===== src/hw/timer_pkg.sv =====
// Constants shared by the sixteen-bit multimode timer and its helpers.
// Assumes the core presents byte addresses of the data space.
package timer_pkg;
  localparam int COUNT_W = 16;
  localparam int BYTE_W = 8;
  // Byte addresses of the timer registers in data space
  localparam logic [7:0] ADDR_RELOAD_LOW = 8'hAA;
  localparam logic [7:0] ADDR_RELOAD_HIGH = 8'hAB;
  localparam logic [7:0] ADDR_COUNT_LOW = 8'hAC;
  localparam logic [7:0] ADDR_COUNT_HIGH = 8'hAD;
  localparam logic [7:0] ADDR_CONTROL = 8'hAE;
  // Control register field positions
  localparam int MODE_SELECT_HIGH = 7;
  localparam int MODE_SELECT_MID = 6;
  localparam int MODE_SELECT_LOW = 5;
  localparam int RUN_BIT = 4;
  localparam int IRQ_PENDING_FLAG = 3;
  localparam int IRQ_ENABLE_BIT = 2;
  localparam int CAPTURE_TYPE_BIT = 1;
  localparam int RESERVED_BIT = 0;
  // Reset values
  localparam logic [15:0] COUNT_RESET = 16'hFFFF;
  localparam logic [15:0] RELOAD_RESET = 16'h0000;
  localparam logic [7:0] CONTROL_RESET = 8'h00;
  localparam logic [15:0] ALL_ONES = 16'hFFFF;
  localparam logic [7:0] READ_UNMAPPED = 8'h00;
  // Operating mode, from the two upper mode select bits {high, mid}
  typedef enum logic [1:0] {
    MODE_EVENT = 2'h0,
    MODE_CAPTURE = 2'h1,
    MODE_PWM = 2'h2,
    MODE_DIFF = 2'h3
  } mode_t;
endpackage


===== src/hw/count_if.sv =====
// Carrier between the timer top and its down counter.
// Assumes both ends run on the same clock.
`timescale 1ns/1ps
interface count_if #(parameter int WIDTH = 16);
  logic load;
  logic [WIDTH-1:0] load_value;
  logic step;
  logic [WIDTH-1:0] reload_value;
  logic [WIDTH-1:0] value;
  logic underflow;
  modport ctl (output load, output load_value, output step, output reload_value,
               input value, input underflow);
  modport cnt (input load, input load_value, input step, input reload_value,
               output value, output underflow);
endinterface


===== src/hw/edge_sense.sv =====
// Rising and falling edge detector for the timer pin input.
// Assumes the pin input is already synchronous to mclk_in.
`timescale 1ns/1ps
module edge_sense (
  // Clock and reset
  input wire logic mclk_in,
  input wire logic rst_n_in,
  // Sampled level and edge pulses
  input wire logic level_in,
  output logic rise_out,
  output logic fall_out
);
  logic prev;

  // Previous level, one edge per clock is the fastest resolvable rate
  always_ff @(posedge mclk_in or negedge rst_n_in) begin
    if (!rst_n_in) begin
      prev <= 1'b0;
    end else begin
      prev <= level_in;
    end
  end

  assign rise_out = level_in && !prev;
  assign fall_out = !level_in && prev;
endmodule


===== src/hw/down_counter.sv =====
// Down counter with load, step and wrap to a reload value on underflow.
// Assumes the controller resolves load before step.
`timescale 1ns/1ps
module down_counter #(
  parameter int WIDTH = 16
) (
  // Clock and reset
  input wire logic mclk_in,
  input wire logic rst_n_in,
  // Control and status toward the timer top
  count_if.cnt cif
);
  logic [WIDTH-1:0] value;
  logic [WIDTH-1:0] next_value;
  wire at_zero = (value == '0);

  assign cif.value = value;
  assign cif.underflow = cif.step && at_zero && !cif.load;
  // A write from the core wins over a step in the same cycle
  assign next_value = cif.load ? cif.load_value :
                      !cif.step ? value :
                      at_zero ? cif.reload_value : value - 1'b1;

  // Count register, all ones after reset
  always_ff @(posedge mclk_in or negedge rst_n_in) begin
    if (!rst_n_in) begin
      value <= WIDTH'(timer_pkg::COUNT_RESET);
    end else begin
      value <= next_value;
    end
  end
endmodule


===== src/hw/multimode_timer.sv =====
// Sixteen-bit multimode down-counting timer with byte-wide register access.
// Assumes a core with byte address, write and read strobes on mclk_in.
// Summary of operation
// - Sixteen-bit down counter, high and low bytes
// - Sixteen-bit reload or capture register, bytes
// - One readable, writable eight-bit control register
// - Reset: count ones, reload zero, control zero
// - Bit four runs or stops timer in PWM and event modes
// - Running counter decrements once per timer clock
// - Mode picks instruction clock or pin edge
// - Underflow reloads; may flag and toggle pin
// - Bit two enables the timer interrupt
// - Bit three is the interrupt pending flag
// - Interrupt from underflow or capture, per mode
// - Capture modes: bit four flags underflow
// - Bit one picks pulse or cycle capture
// - Bits seven to five pick mode; bit zero reserved
// - Timer signal shares port pin two
// - PWM, event count, capture, difference capture
// - PWM: instruction clock, reload, set pending
// - Event count: pin edges, bit five polarity
// - Interrupt needs enable bit and global enable
`timescale 1ns/1ps
module multimode_timer #(
  parameter int COUNT_W = timer_pkg::COUNT_W
) (
  // Clock and reset
  input wire logic mclk_in,
  input wire logic rst_n_in,
  // Core register access
  input wire logic [7:0] reg_addr_in,
  input wire logic [7:0] reg_wdata_in,
  input wire logic reg_wr_in,
  input wire logic reg_rd_in,
  output logic [7:0] reg_rdata_out,
  // Interrupt toward the core
  input wire logic global_irq_enable_in,
  output logic timer_interrupt_out,
  // Port pin two, shared with the timer signal
  input wire logic port_pin_two_in,
  input wire logic port_pin_two_data_in,
  output logic timer_io_signal_out,
  output logic timer_io_signal_oe_out
);
  typedef enum logic {DIFF_WAIT_START, DIFF_MEASURE} diff_state_t;

  count_if #(.WIDTH(COUNT_W)) cif ();
  logic [7:0] control;
  logic [7:0] next_control;
  logic [COUNT_W-1:0] reload;
  logic [COUNT_W-1:0] next_reload;
  logic pin_level;
  diff_state_t diff_state;
  diff_state_t next_diff_state;
  logic pin_rise;
  logic pin_fall;

  // Pin edge pulses
  edge_sense u_edge (
    .mclk_in(mclk_in),
    .rst_n_in(rst_n_in),
    .level_in(port_pin_two_in),
    .rise_out(pin_rise),
    .fall_out(pin_fall)
  );

  // The count register itself
  down_counter #(.WIDTH(COUNT_W)) u_count (
    .mclk_in(mclk_in),
    .rst_n_in(rst_n_in),
    .cif(cif)
  );

  // Address decode
  wire wr_reload_low = reg_wr_in && (reg_addr_in == timer_pkg::ADDR_RELOAD_LOW);
  wire wr_reload_high = reg_wr_in && (reg_addr_in == timer_pkg::ADDR_RELOAD_HIGH);
  wire wr_count_low = reg_wr_in && (reg_addr_in == timer_pkg::ADDR_COUNT_LOW);
  wire wr_count_high = reg_wr_in && (reg_addr_in == timer_pkg::ADDR_COUNT_HIGH);
  wire wr_control = reg_wr_in && (reg_addr_in == timer_pkg::ADDR_CONTROL);
  wire wr_count = wr_count_low || wr_count_high;
  // Any of the five timer byte addresses; everything else reads as unmapped
  wire addr_mapped = (reg_addr_in >= timer_pkg::ADDR_RELOAD_LOW)
                     && (reg_addr_in <= timer_pkg::ADDR_CONTROL);

  // Mode decode from the two upper select bits
  wire [1:0] mode_bits = {control[timer_pkg::MODE_SELECT_HIGH],
                          control[timer_pkg::MODE_SELECT_MID]};
  wire is_pwm = (mode_bits == timer_pkg::MODE_PWM);
  wire is_event = (mode_bits == timer_pkg::MODE_EVENT);
  wire is_capture = (mode_bits == timer_pkg::MODE_CAPTURE);
  wire is_diff = (mode_bits == timer_pkg::MODE_DIFF);
  wire is_capturing = is_capture || is_diff;
  wire edge_pol = control[timer_pkg::MODE_SELECT_LOW];
  wire pwm_toggle = is_pwm && edge_pol;
  wire run = control[timer_pkg::RUN_BIT];
  wire cycle_type = control[timer_pkg::CAPTURE_TYPE_BIT];

  // Edge selection: polarity bit low picks rising edges as the start edge
  wire start_edge = edge_pol ? pin_fall : pin_rise;
  wire opposite_edge = edge_pol ? pin_rise : pin_fall;

  // Difference capture sequencing
  wire diff_start = is_diff && (diff_state == DIFF_WAIT_START) && start_edge;
  wire diff_end_cycle = is_diff && (diff_state == DIFF_MEASURE) && cycle_type && start_edge;
  wire diff_end_pulse = is_diff && (diff_state == DIFF_MEASURE) && !cycle_type
                        && opposite_edge;
  wire capture_evt = (is_capture && start_edge) || diff_end_cycle || diff_end_pulse;
  wire restart = diff_start || diff_end_cycle;

  // Timer clock: instruction clock or pin edge, per mode
  assign cif.step = is_capturing ? 1'b1 :
                    is_pwm ? run :
                    run && start_edge;
  // Core writes win; a difference restart reloads all ones
  assign cif.load = wr_count || restart;
  assign cif.load_value = wr_count_high ? {reg_wdata_in, cif.value[7:0]} :
                          wr_count_low ? {cif.value[COUNT_W-1:8], reg_wdata_in} :
                          COUNT_W'(timer_pkg::ALL_ONES);
  // Capture modes wrap to all ones, counting modes to the reload register
  assign cif.reload_value = is_capturing ? COUNT_W'(timer_pkg::ALL_ONES) : reload;

  // Flag setting events; hardware sets win over a software clear
  wire count_uf = cif.underflow && !is_capturing;
  wire capture_uf = cif.underflow && is_capturing;
  wire pend_set = count_uf || capture_evt;
  wire [7:0] ctrl_base = wr_control ? {reg_wdata_in[7:1], 1'b0} : control;
  always_comb begin
    next_control = ctrl_base;
    if (pend_set) begin
      next_control[timer_pkg::IRQ_PENDING_FLAG] = 1'b1;
    end
    if (capture_uf) begin
      next_control[timer_pkg::RUN_BIT] = 1'b1;
    end
  end

  // Reload bytes from the core; a capture in the same cycle wins
  assign next_reload = capture_evt ? cif.value :
                       wr_reload_high ? {reg_wdata_in, reload[7:0]} :
                       wr_reload_low ? {reload[COUNT_W-1:8], reg_wdata_in} :
                       reload;

  assign next_diff_state = !is_diff ? DIFF_WAIT_START :
                           diff_start ? DIFF_MEASURE :
                           diff_end_pulse ? DIFF_WAIT_START :
                           diff_state;

  // Control, reload and difference state registers
  always_ff @(posedge mclk_in or negedge rst_n_in) begin
    if (!rst_n_in) begin
      control <= timer_pkg::CONTROL_RESET;
      reload <= COUNT_W'(timer_pkg::RELOAD_RESET);
      diff_state <= DIFF_WAIT_START;
    end else begin
      control <= next_control;
      reload <= next_reload;
      diff_state <= next_diff_state;
    end
  end

  // Pin level: follows the port data until running with toggle, then flips
  always_ff @(posedge mclk_in or negedge rst_n_in) begin
    if (!rst_n_in) begin
      pin_level <= 1'b0;
    end else if (!(pwm_toggle && run)) begin
      pin_level <= port_pin_two_data_in;
    end else if (count_uf) begin
      pin_level <= !pin_level;
    end
  end

  // Pin drive only in PWM with toggle; otherwise the pin is an input
  assign timer_io_signal_out = pin_level;
  assign timer_io_signal_oe_out = pwm_toggle;

  // Interrupt: enable bit, global enable, and a pending flag of the mode
  wire any_pending = control[timer_pkg::IRQ_PENDING_FLAG] || (is_capturing && run);
  assign timer_interrupt_out = control[timer_pkg::IRQ_ENABLE_BIT] && global_irq_enable_in
                               && any_pending;

  // Read mux, registered on the read strobe
  wire [7:0] read_mux = (reg_addr_in == timer_pkg::ADDR_RELOAD_LOW) ? reload[7:0] :
                        (reg_addr_in == timer_pkg::ADDR_RELOAD_HIGH) ? reload[COUNT_W-1:8] :
                        (reg_addr_in == timer_pkg::ADDR_COUNT_LOW) ? cif.value[7:0] :
                        (reg_addr_in == timer_pkg::ADDR_COUNT_HIGH) ? cif.value[COUNT_W-1:8] :
                        (reg_addr_in == timer_pkg::ADDR_CONTROL) ? control :
                        timer_pkg::READ_UNMAPPED;
  always_ff @(posedge mclk_in or negedge rst_n_in) begin
    if (!rst_n_in) begin
      reg_rdata_out <= 8'h00;
    end else if (reg_rd_in) begin
      reg_rdata_out <= read_mux;
    end
  end
endmodule


===== config.mk =====
export PLATFORM = sky130hd
export DESIGN_NAME = multimode_timer
export DESIGN_NICKNAME = d
export VERILOG_FILES = /design/src/hw/timer_pkg.sv /design/src/hw/count_if.sv /design/src/hw/edge_sense.sv /design/src/hw/down_counter.sv /design/src/hw/multimode_timer.sv
export SDC_FILE = /design/constraint.sdc
export NUM_CORES = 1
export LEC_CHECK = 0
export BUFFER_PORTS_ARGS = -buffer_cell sky130_fd_sc_hd__buf_2
export CORE_MARGIN = 2
export CORE_UTILIZATION = 28
export DETAILED_ROUTE_END_ITERATION = 10
export PLACE_DENSITY = 0.56
export SLEW_MARGIN = 20
export SYNTH_ARGS = -nofsm -noshare
export SYNTH_HDL_FRONTEND = slang
export SYNTH_SLANG_ARGS = --single-unit

===== constraint.sdc =====
create_clock -name mclk_in -period 5.4 [get_ports mclk_in]
set_input_delay 1.08 -clock mclk_in [delete_from_list [all_inputs] [get_ports mclk_in]]
set_output_delay 1.08 -clock mclk_in [all_outputs]
set_load 0.01 [all_outputs]

# Word level (Yosys, flattened, before mapping)
# Cells that the tools add are included.
dict set report word_totals {
  regBits 50
  output_inout_bits 11
}
dict set report op_classes {
  addsub 1
  n_eq_ne 13
  n_mux 26
  n_bitwise 1
  reduce_logical 48
}
# cell n
set ops {}
lappend ops {{two-way mux 16 bit} 8}
lappend ops {{two-way mux 8 bit} 6}
lappend ops {{== test 8 bit (second input constant)} 5}
lappend ops {{logical AND 1 bit} 25}
lappend ops {{logical NOT 16 bit} 1}
lappend ops {{subtractor 16 x 1 -> 16 bit (second input constant)} 1}
lappend ops {{two-way mux 1 bit} 11}
lappend ops {{nonzero test 2 bit} 5}
lappend ops {{logical OR 1 bit} 8}
lappend ops {{logical NOT 1 bit} 6}
lappend ops {{AND reduction 2 bit} 3}
lappend ops {{two-way mux 5 bit} 1}
lappend ops {{== test 2 bit (second input constant)} 2}
lappend ops {{!= test 2 bit (second input constant)} 2}
lappend ops {{!= test 3 x 1 -> 1 bit (second input constant)} 1}
lappend ops {{!= test 3 bit (second input constant)} 1}
lappend ops {{== test 2 x 1 -> 1 bit (second input constant)} 1}
lappend ops {{!= test 2 x 1 -> 1 bit (second input constant)} 1}
lappend ops {{inverter 1 bit} 1}

# Depth between registers and ports, before layout
# Gate-level depths: netlist of run 1.
dict set report depth {
  ltp_word 11
  mapped_depth 8
}

# By module
# From an unflattened synthesis of run 1, not the netlist that was laid out.
dict set report hier_totals {
  hier_cells 373
  area_unflattened_um2 3644.7
}
# module n_inst cells_per_inst area_each_um2 seq_area_each_um2
set modules_own_cells {}
lappend modules_own_cells {multimode_timer 1 213 2301.0 825.8}
lappend modules_own_cells {down_counter 1 157 1303.8 420.4}
lappend modules_own_cells {edge_sense 1 3 40.0 25.0}

# Worst setup path after synthesis of run 1
# No wires, ideal clock.
dict set report synth_timing {
  path_type {input -> register}
  start {input port_pin_two_in}
  end {register reload[0]}
  setup_ns 0.069
  t_arrival_ns 2.603
  required_ns 5.331
  path_slack_ns 2.728
  stages 5
  cell_sequence {and3b_1 a2bb2oi_1 o21a_1 nor4_1 a221o_1}
}
dict set report synth_between {
  elab_chain_len 8
}
# element line_no
set synth_lines {}
lappend synth_lines {{start, declared} multimode_timer.sv:40} ;# input wire logic port_pin_two_in,
lappend synth_lines {{logical NOT 1 bit} edge_sense.sv:25} ;# assign fall_out = !level_in && prev;
lappend synth_lines {{logical AND 1 bit} edge_sense.sv:25}
lappend synth_lines {{two-way mux 1 bit} multimode_timer.sv:99} ;# wire start_edge = edge_pol ? pin_fall : pin_rise;
lappend synth_lines {{logical AND 1 bit (on tied branches)} {multimode_timer.sv:107, multimode_timer.sv:104}}
lappend synth_lines {{logical OR 1 bit} multimode_timer.sv:107} ;# wire capture_evt = (is_capture && start_edge) || diff_end_cycle || diff_end_pulse;
lappend synth_lines {{logical OR 1 bit *} multimode_timer.sv:107}
lappend synth_lines {{!= test 2 x 1 -> 1 bit (no source line) or nonzero test 2 bit (tied branches)} n/a}
lappend synth_lines {{AND reduction 2 bit (no source line)} n/a}
lappend synth_lines {{end signal, assigned} multimode_timer.sv:152} ;# reload <= COUNT_W'(timer_pkg::RELOAD_RESET);
lappend synth_lines {{end signal, assigned} multimode_timer.sv:156} ;# reload <= next_reload;
lappend synth_lines {{end, declared} multimode_timer.sv:50} ;# logic [COUNT_W-1:0] reload;
# Every way passes the cells marked *; elsewhere a longest branch is shown, timed or not.
# A chain may end at the register's enable or synchronous reset.

# Worst setup path in the final report of run 1
dict set report layout_timing {
  start {input port_pin_two_in}
  end {register reload[7]}
}
# Same word-level chain as after synthesis.

==> metrics.md, run 1 <==
| Metric | Value |
|---|---|
| CP max stage delay | 0.71 ns |
| GPL Wtd Cong | 0.9445 |
| Post-layout util | 32.45% |
| Max rail drop VDD | 119.7 uV |
| Antenna Violating Nets Remaining | 0 |
| CTS tree | done |
| CP top delay family | compound AO/OA/AOI/OAI gates |
| Largest net degree at the start of global routing | 51 |
| WL final | 11240 um |
| IO Count | 34 |
| Fin. max-slew vios | 0 |
| CP arrival | 3.33 ns |
| Clk_lat worst skew | 0.30 ns |
| Worst Skew | 0.007905 ns |
| First-pass GRT wire length | 17660 um |
| Kind of critical path | input pin to flop |
| Comb pwr share | 23.1% |
| IO Port Bufs | 33 |
| Max Cap Viol | 0 |
| Clk slew on worst S/H paths | 0.07 ns |
| Leakage power | 1.528 nW |
| Worst Path Required | 5.58 ns |
| Critical Path Fanout Max | 25 |
| TNS Setup | 0 ns |
| Worst setup EP type | flop |
| Initial DRC Count | 343 |
| FMAX | 317.5 MHz |
| Hold buffers post-CTS | 0 |
| Synth warn | 0 |
| DRC | 0 |
| Slowest stage cell, crit path | o21a_1 |
| Unrepaired setup endpoints after global routing | false |
| R2r worst-path depth | 5 |
| NetSw | 0.4732 mW |
| Register bit total from synthesis | 50 |
| Most used DFF post-synth | dfrtp_1 |
| HPWL after DPL | 7938 um |
| GRT Total Usage | 17.83% |
| RR Endpoint | reload[7] |
| CTS buffer count | 5 |
| Number of global-route vias before repair | 2995 |
| Count of cell types in the netlist | 61 |
| Mean Syn Cell Area | 9.093 um2 |
| Reg power frac | 50.7% |
| Fin nets | 407 |
| Initial Utilization | 28.78% |
| Post-Syn Area | 3301 um2 |
| Proportion of layout cells with a drive suffix above 1 | 20.89% |
| Clock network power share | 26.1% |
| Status | complete, no violations |
| DR vias/cell | 5.960 |
| Die extent in y | 112.6 um |
| Actual slew at the worst max-slew pin | 0.8863 ns |
| DR WL/cell | 21.36 um |
| Syn Nets | 388 |
| Hold Path Stages | 1 |
| Worst Min Path Start | reg_rdata_out[0] |
| Final setup vio count | 0 |
| Cell-internal power | 0.8202 mW |
| Pwr Density | 347.6 nW/um2 |
| Post-synth top area share | 25.78% |
| # resized after CTS | 0 |
| Sink Count | 50 |
| DR vias | 3135 |
| Synth async-reset ratio | 100.0% |
| Die area | 12670 um2 |
| Hold Fails Final Rpt | 0 |
| Critical R2R Launch | control[5] |
| CP cell instances | buf_2, or3b_2, a211oi_1, o21a_1, nor4_2, a221o_1 |
| Design Power | 1.293 mW |
| Post-CTS Setup Bufs | 0 |
| Area Growth Syn to Fin | 12.74% |
| CTS root buf | clkbuf_16 |
| Clk buf depth | 2 |
| Synth top area cells | dfrtp_1 (26%), dfstp_2 (13%), mux2i_1 (5.5%) |
| Hold EP | reg_rdata_out[0] |
| Row Count | 39 |
| Period utilization | 58.33% |
| Area leader, netlist | dfrtp_1 |
| H-tree depth | 2 |
| Core ar. | 11470 um2 |
| GRT overflow | 0 |
| Crit start category | input pin |
| Hold WC Path Type | flop to flop |
| Slew HR | 40.91% |
| Chip width | 112.6 um |
| Register area share after synthesis | 38.51% |
| Tmin final | 3.150 ns |
| EDFF count, synth | 0 |
| Cells after Synth | 363 |
| Initial antenna violation count | 0 |
| # diodes | 0 |
| Setup slack, reg-to-reg | 2.62 ns |
| Crit path buffers/inverters | 1 |
| Drt pass-1 iters | 5 |
| Sw frac | 36.59% |
cells in the mapped netlist, types with 4 or more instances:
library cell,count
o221ai_1,8
and2_1,5
a22oi_1,4
a2bb2oi_1,9
a221oi_1,4
nor2b_1,4
o22ai_1,6
nand2_1,28
clkbuf_1,19
or4_1,6
nor2_1,27
o21ai_0,16
o211ai_1,7
inv_1,12
mux2_2,6
a21oi_1,20
and3_1,10
nand3_1,7
nor3_1,5
mux2i_1,18
nor4_1,9
dfrtp_1,34
a221o_1,8
dfstp_2,16
o31ai_1,9
a31oi_1,5
layer usage:
| layer | track usage (%) | part of all wire (%) |
|---|---|---|
| met3 | 2.700 | 7.3 |
| met4 | 5.366 | 3.0 |
| met5 | 0 | 0 |
| met1 | 25.79 | 45 |
| met2 | 27.50 | 45 |
flip-flops by register name, summed over array words and instances (netlist names):
signal,cells
reload,16
timer_io_signal_out,1
diff_state,1
u_count.cif.value,16
control,7
reg_rdata_out,8
u_edge.prev,1
cells by family (layout without fill, tap and decap cells):
group	after synthesis	in the layout	synth area share, %
AND/OR/NAND/NOR	129	129	21.83
AO/OA/AOI/OAI	118	118	25.55
flip-flops	50	50	38.51
buffers and inverters	36	56	4.776
multiplexers	24	24	7.505
XOR/XNOR	4	4	1.062
adder cells (fa/ha/maj)	2	2	0.7580
layout by cell type (no fill, tap or decap), drive strengths merged, types with 8 or more instances in the layout:
| master | count |
|---|---|
| a2bb2oi | 9 |
| a21oi | 20 |
| dfstp | 16 |
| o31ai | 9 |
| o221ai | 8 |
| buf | 36 |
| or4 | 8 |
| a221o | 8 |
| nor2 | 27 |
| nor4 | 10 |
| dfrtp | 34 |
| o21ai | 17 |
| mux2i | 18 |
| and3 | 10 |
| nand2 | 29 |
| inv | 13 |
per-stage QoR:
step / hold slack, ns / instances / cell area, um2 / setup WS, ns
global placement: 0.4597 / 518 / 3555 / 2.011
detailed placement: 0.4910 / 518 / 3555 / 1.862
floorplan: 0.4932 / 363 / 3301 / 2.728
finish: 0.5035 / 526 / 3721 / 2.250
CTS: 0.5076 / 526 / 3710 / 2.162
global route: 0.5314 / 526 / 3721 / 2.119
power by group through the flow:
stage	clock, mW	sequential (mW)	combinational (mW)
2_1_floorplan	0	0.545	0.266
3_3_place_gp	0	0.649	0.290
3_5_place_dp	0	0.650	0.299
4_1_cts	0.340	0.646	0.298
5_1_grt	0.353	0.662	0.338
6_report	0.338	0.656	0.299
worst max path at each step:
stage / start / endpoint / slack (ns) / depth (start not counted)
floorplan: port_pin_two_in / reload[0] / 2.73 / 5
global placement: port_pin_two_in / reload[2] / 2.01 / 6
detailed placement: port_pin_two_in / reload[2] / 1.86 / 6
CTS: port_pin_two_in / reload[7] / 2.16 / 6
global route: port_pin_two_in / reload[6] / 2.12 / 6
finish: port_pin_two_in / reload[7] / 2.25 / 6
area by class of cell:
class,instances,area [um2]
sequential,50,1271
inverter,12,45.04
clock inverter,2,16.27
clock buffer,6,138.9
tap,143,178.9
fill,1190,7746
timing repair buffer,36,187.7
multi-input combinational,277,1883
(Power assumes the default switching activity.)
==> run 2: changes to the inputs <==
--- a/config.mk
+++ b/config.mk
@@ -9,7 +9,7 @@
 export CORE_MARGIN = 2
 export CORE_UTILIZATION = 28
 export DETAILED_ROUTE_END_ITERATION = 10
-export PLACE_DENSITY = 0.56
+export PLACE_DENSITY = 0.57
 export SLEW_MARGIN = 20
 export SYNTH_ARGS = -nofsm -noshare
 export SYNTH_HDL_FRONTEND = slang
==> constraint.sdc (replaced) <==
create_clock -name mclk_in -period 2.5 [get_ports mclk_in]
set_input_delay 0.5 -clock mclk_in [delete_from_list [all_inputs] [get_ports mclk_in]]
set_output_delay 0.5 -clock mclk_in [all_outputs]
set_load 0.01 [all_outputs]
==> run 2 against run 1 <==
Worst hold slack worse by 0.26 ns. Clock power up 150%. Global-route usage is 1.3 points higher. Critical path type is now flop to flop.
==> metrics.md, run 2 (same netlist as run 1, synthesis figures left out) <==
| Metric | Value |
|---|---|
| Status | complete, no violations |
| WL final | 11950 um |
| Dpl cells | 546 |
| CTS root buf | clkbuf_16 |
| Critical Path Fanout Max | 10 |
| Post-place setup slack | -0.01261 ns |
| Hold buffers post-CTS | 0 |
| Number of global-route vias before repair | 3235 |
| Clk slew on worst S/H paths | 0.07 ns |
| DR vias | 3298 |
| # diodes | 0 |
| Commonest non-fill, non-tap cell in the layout | dfrtp_1 |
| Actual slew at the worst max-slew pin | 0.7020 ns |
| Chip width | 112.6 um |
| Area after DPL | 3777 um2 |
| Worst setup EP type | flop |
| H-tree depth | 2 |
| Die extent in y | 112.6 um |
| Row Count | 39 |
| Design Power | 2.978 mW |
| HPWL after DPL | 8892 um |
| IO Count | 34 |
| Initial DRC Count | 379 |
| DRC | 0 |
| Initial Utilization | 28.78% |
| Non-Filler Instances | 556 |
| GRT Total Usage | 19.14% |
| Area Growth Syn to Fin | 20.77% |
| Met3 Usage GRT | 3.132% |
| Global routing usage on met1 | 27.96% |
| Proportion of layout cells with a drive suffix above 1 | 26.88% |
| DR vias/cell | 5.932 |
| Hold Fails Final Rpt | 0 |
| Final setup vio count | 0 |
| TNS Setup | 0 ns |
| Worst Skew | 0.007397 ns |
| Tmin final | 2.428 ns |
| CTS tree | done |
| Initial antenna violation count | 0 |
| Clk_lat worst skew | 0.29 ns |
| GPL Wtd Cong | 0.9805 |
| Period utilization | 97.13% |
| Fin. max-slew vios | 0 |
| Drt pass-1 iters | 5 |
| Antenna Violating Nets Remaining | 0 |
| Hold WS | 0.2472 ns |
| Largest regs | reload (16), u_count.cif.value (16), reg_rdata_out (8) |
| IO Port Bufs | 33 |
| Slew HR | 52.81% |
| Die area | 12670 um2 |
| GR Layer Usage met2 | 28.22% |
| Sink Count | 50 |
| Most used routing layer | met2 |
| Max Cap Viol | 0 |
| DR WL/cell | 21.49 um |
| Setup slack, reg-to-reg | 0.07 ns |
| Worst setup margin | 0.07169 ns |
| Worst Path Required | 2.71 ns |
| Fin area | 3986 um2 |
| CP arrival | 2.63 ns |
| Pwr Density | 747.0 nW/um2 |
| Leakage power | 1.689 nW |
| Hold WC Path Type | input pin to async pin |
| GRT overflow | 0 |
| Kind of critical path | flop to flop |
| Max rail drop VDD | 317.4 uV |
| Clk buf depth | 2 |
| Post-layout util | 34.76% |
| Largest net degree at the start of global routing | 28 |
| Most frequent cells in the layout | dfrtp_1 (34), buf_2 (33), buf_4 (32), nand2_1 (28), nor2_1 (27) |
| Core ar. | 11470 um2 |
| Crit start category | flop |
| CTS buffer count | 5 |
| Fin nets | 437 |
| FMAX | 411.8 MHz |
| First-pass GRT wire length | 19000 um |
[run 2: final timing paths]
kind                                      start  cells past startpoint              endpoint
max                        u_count.cif.value[5]                      5  u_count.cif.value[7]
min                                    rst_n_in                      1            control[4]
max reg2reg                u_count.cif.value[5]                      5  u_count.cif.value[7]
min reg2reg                    reg_rdata_out[4]                      1      reg_rdata_out[4]
max in group asynchronous              rst_n_in                      2  u_count.cif.value[9]
min in group mclk_in            port_pin_two_in                      1           u_edge.prev
[run 2: report_power, final]
part | total (mW) | internal [mW] | switching, mW
Clock | 0.829 | 0.504 | 0.324
Combinational | 0.791 | 0.372 | 0.419
Sequential | 1.36 | 1.04 | 0.313
[run 2: timing repair]
action | CTS | global route
setup endpoints to repair | 0 | 9
resized for setup | 0 | 2
buffers inserted | 0 | 2
[run 2: layout make-up]
cell class              instances  area, um2
well taps                     143      178.9
multi-input cells             277       1888
flip-flops and latches         50       1271
clock inverters                 2      38.79
fillers                      1158       7481
clock buffers                   6      138.9
repair buffers                 66      425.4
inverters                      12      45.04
[run 2: routing by layer]
metal | routed length (um) | vias to the layer above
li1 | - | 1493
met1 | 5307 | 1594
met2 | 5263 | 185
met3 | 993 | 26
met4 | 383 | 0
met5 | 0 | -
[run 2: critical path, stage by stage (launching register included)]
cell,delay (ns)
dfstp_2,0.43
or4_4,0.57
or4_4,0.60
or4_1,0.49
a21oi_1,0.16
o22ai_1,0.09
==> run 3: changes to the inputs <==
--- a/config.mk
+++ b/config.mk
@@ -10,6 +10,7 @@
 export CORE_UTILIZATION = 28
 export DETAILED_ROUTE_END_ITERATION = 10
 export PLACE_DENSITY = 0.57
+export REMOVE_ABC_BUFFERS = 1
 export SLEW_MARGIN = 20
 export SYNTH_ARGS = -nofsm -noshare
 export SYNTH_HDL_FRONTEND = slang
==> run 3 against run 2 <==
Routed wire length shrank 0.74%. Setup slack gained 0.017 ns. Maximum frequency grew 0.70%. Clock power grew 12%. Clock-buffer cell count is the same. Clock skew shrank 0.0014 ns. Utilization grew 0.13 points. Largest cell class unchanged. Critical path type unchanged. Cell count grew 0.54%. Register-to-register slack gained 0.02 ns. Combinational power grew 5.3%.
==> metrics.md, run 3 (same netlist as run 1, synthesis figures left out) <==
| Metric | Value |
|---|---|
| NetSw | 1.039 mW |
| CTS buffer count | 5 |
| HPWL after DPL | 8738 um |
| IO Port Bufs | 33 |
| Row Count | 39 |
| DRC | 0 |
| Hold Fails Final Rpt | 0 |
| Antenna Violating Nets Remaining | 0 |
| Fin nets | 440 |
| Commonest non-fill, non-tap cell in the layout | buf_4 |
| Period utilization | 96.46% |
| Initial antenna violation count | 0 |
| Design Power | 3.066 mW |
| Setup slack, reg-to-reg | 0.09 ns |
| Clock network power share | 30.2% |
| Comb pwr share | 27.2% |
| Die extent in y | 112.6 um |
| RR Endpoint | u_count.cif.value[6] |
| CTS root buf | clkbuf_16 |
| GRT Total Usage | 18.87% |
| Actual slew at the worst max-slew pin | 0.5959 ns |
| Hold WC Path Type | input pin to async pin |
| Largest net degree at the start of global routing | 25 |
| Proportion of layout cells with a drive suffix above 1 | 26.68% |
| Area Growth Syn to Fin | 21.23% |
| # diodes | 0 |
| Leakage power | 1.709 nW |
| TNS Setup | 0 ns |
| FMAX | 414.7 MHz |
| Die area | 12670 um2 |
| WL final | 11860 um |
| Clk slew on worst S/H paths | 0.07 ns |
| DR WL/cell | 21.22 um |
| Initial DRC Count | 374 |
| Slew HR | 60.27% |
| Cell-internal power | 2.026 mW |
| Critical Path Source | u_count.cif.value[12] |
| DR vias | 3397 |
| Worst Path Required | 2.72 ns |
| Final setup vio count | 0 |
| # resized after CTS | 0 |
| GRT overflow | 0 |
| Setup crit end | u_count.cif.value[6] |
| Status | complete, no violations |
| Tmin final | 2.411 ns |
| Fin. max-slew vios | 0 |
| R2r worst-path depth | 5 |
| Crit start category | flop |
| Hold buffers post-CTS | 0 |
| Drt pass-1 iters | 5 |
| GPL Wtd Cong | 1.045 |
| Chip width | 112.6 um |
| Initial Utilization | 28.78% |
| Max rail drop VDD | 284.9 uV |
| Max Cap Viol | 0 |
| Number of global-route vias before repair | 3217 |
| Sink Count | 50 |
| DR vias/cell | 6.077 |
| Critical R2R Launch | u_count.cif.value[12] |
| H-tree depth | 2 |
| Most frequent cells in the layout | buf_4 (36), dfrtp_1 (34), buf_2 (33), nand2_1 (28), nor2_1 (27) |
| Clk buf depth | 2 |
| Pwr Density | 766.2 nW/um2 |
| Largest regs | reload (16), u_count.cif.value (16), reg_rdata_out (8) |
| Post-CTS Setup Bufs | 0 |
| CP arrival | 2.63 ns |
| Critical Path Fanout Max | 11 |
| CTS tree | done |
| Core ar. | 11470 um2 |
| Post-layout util | 34.89% |
| First-pass GRT wire length | 18820 um |
| # fillers | 1156 |
| Sw frac | 33.90% |
| Clk_lat worst skew | 0.29 ns |
| Worst setup EP type | flop |
| Unrepaired setup endpoints after global routing | false |
| IO Count | 34 |
| Reg power frac | 42.6% |
| Kind of critical path | flop to flop |
| Worst Skew | 0.005990 ns |
-- run 3: how the worst min path moves through the flow --
| stage | start | to | slack [ns] | depth (start not counted) |
|---|---|---|---|---|
| 2_1_floorplan | rst_n_in | control[1] | 0.20 | 0 |
| 3_3_place_gp | reg_rdata_out[4] | reg_rdata_out[4] | 0.49 | 1 |
| 3_5_place_dp | reg_rdata_out[4] | reg_rdata_out[4] | 0.50 | 1 |
| 4_1_cts | rst_n_in | diff_state | 0.23 | 1 |
| 5_1_grt | rst_n_in | diff_state | 0.25 | 1 |
| 6_report | rst_n_in | diff_state | 0.21 | 1 |
-- run 3: metrics by stage --
| step | hold WS [ns] | area (um2) | std cells | setup WS, ns |
|---|---|---|---|---|
| floorplan | 0.2044 | 3188 | 339 | 0.1350 |
| global placement | 0.4864 | 3802 | 551 | 0.1452 |
| detailed placement | 0.4963 | 3802 | 551 | 0.1644 |
| CTS | 0.2267 | 4001 | 559 | 0.1191 |
| global route | 0.2490 | 4001 | 559 | 0.03492 |
| finish | 0.2096 | 4001 | 559 | 0.08861 |
-- run 3: metal layers --
metal / GRT usage, % / vias to the layer above / part of all wire (%)
li1: - / 1506 / -
met3: 2.970 / 41 / 7.1
met2: 29.66 / 201 / 46
met5: 0 / - / 0
met1: 25.99 / 1649 / 43
met4: 7.561 / 0 / 4.0
-- run 3: cell type report --
| cell class | count | area, um2 | area share (%) |
|---|---|---|---|
| clock buffer | 6 | 138.9 | 3.471 |
| tap | 143 | 178.9 | 4.472 |
| sequential | 50 | 1271 | 31.77 |
| multi-input combinational | 277 | 1872 | 46.78 |
| clock inverter | 2 | 60.06 | 1.501 |
| inverter | 12 | 45.04 | 1.126 |
| timing repair buffer | 69 | 435.4 | 10.88 |
-- run 3: worst max-delay path, stage by stage, from the launching register on --
cell and delay (ns):
dfstp_2 0.40, or4_1 0.53, or4_4 0.62, or4_1 0.51
a21oi_1 0.18, a21oi_1 0.10
-- run 3: power groups by stage --
stage	Combinational [mW]	Clock, mW	Sequential (mW)
global placement	0.812	0	1.30
floorplan	0.477	0	1.23
finish	0.833	0.926	1.31
detailed placement	0.806	0	1.31
global route	0.908	0.961	1.32
CTS	0.811	0.932	1.29
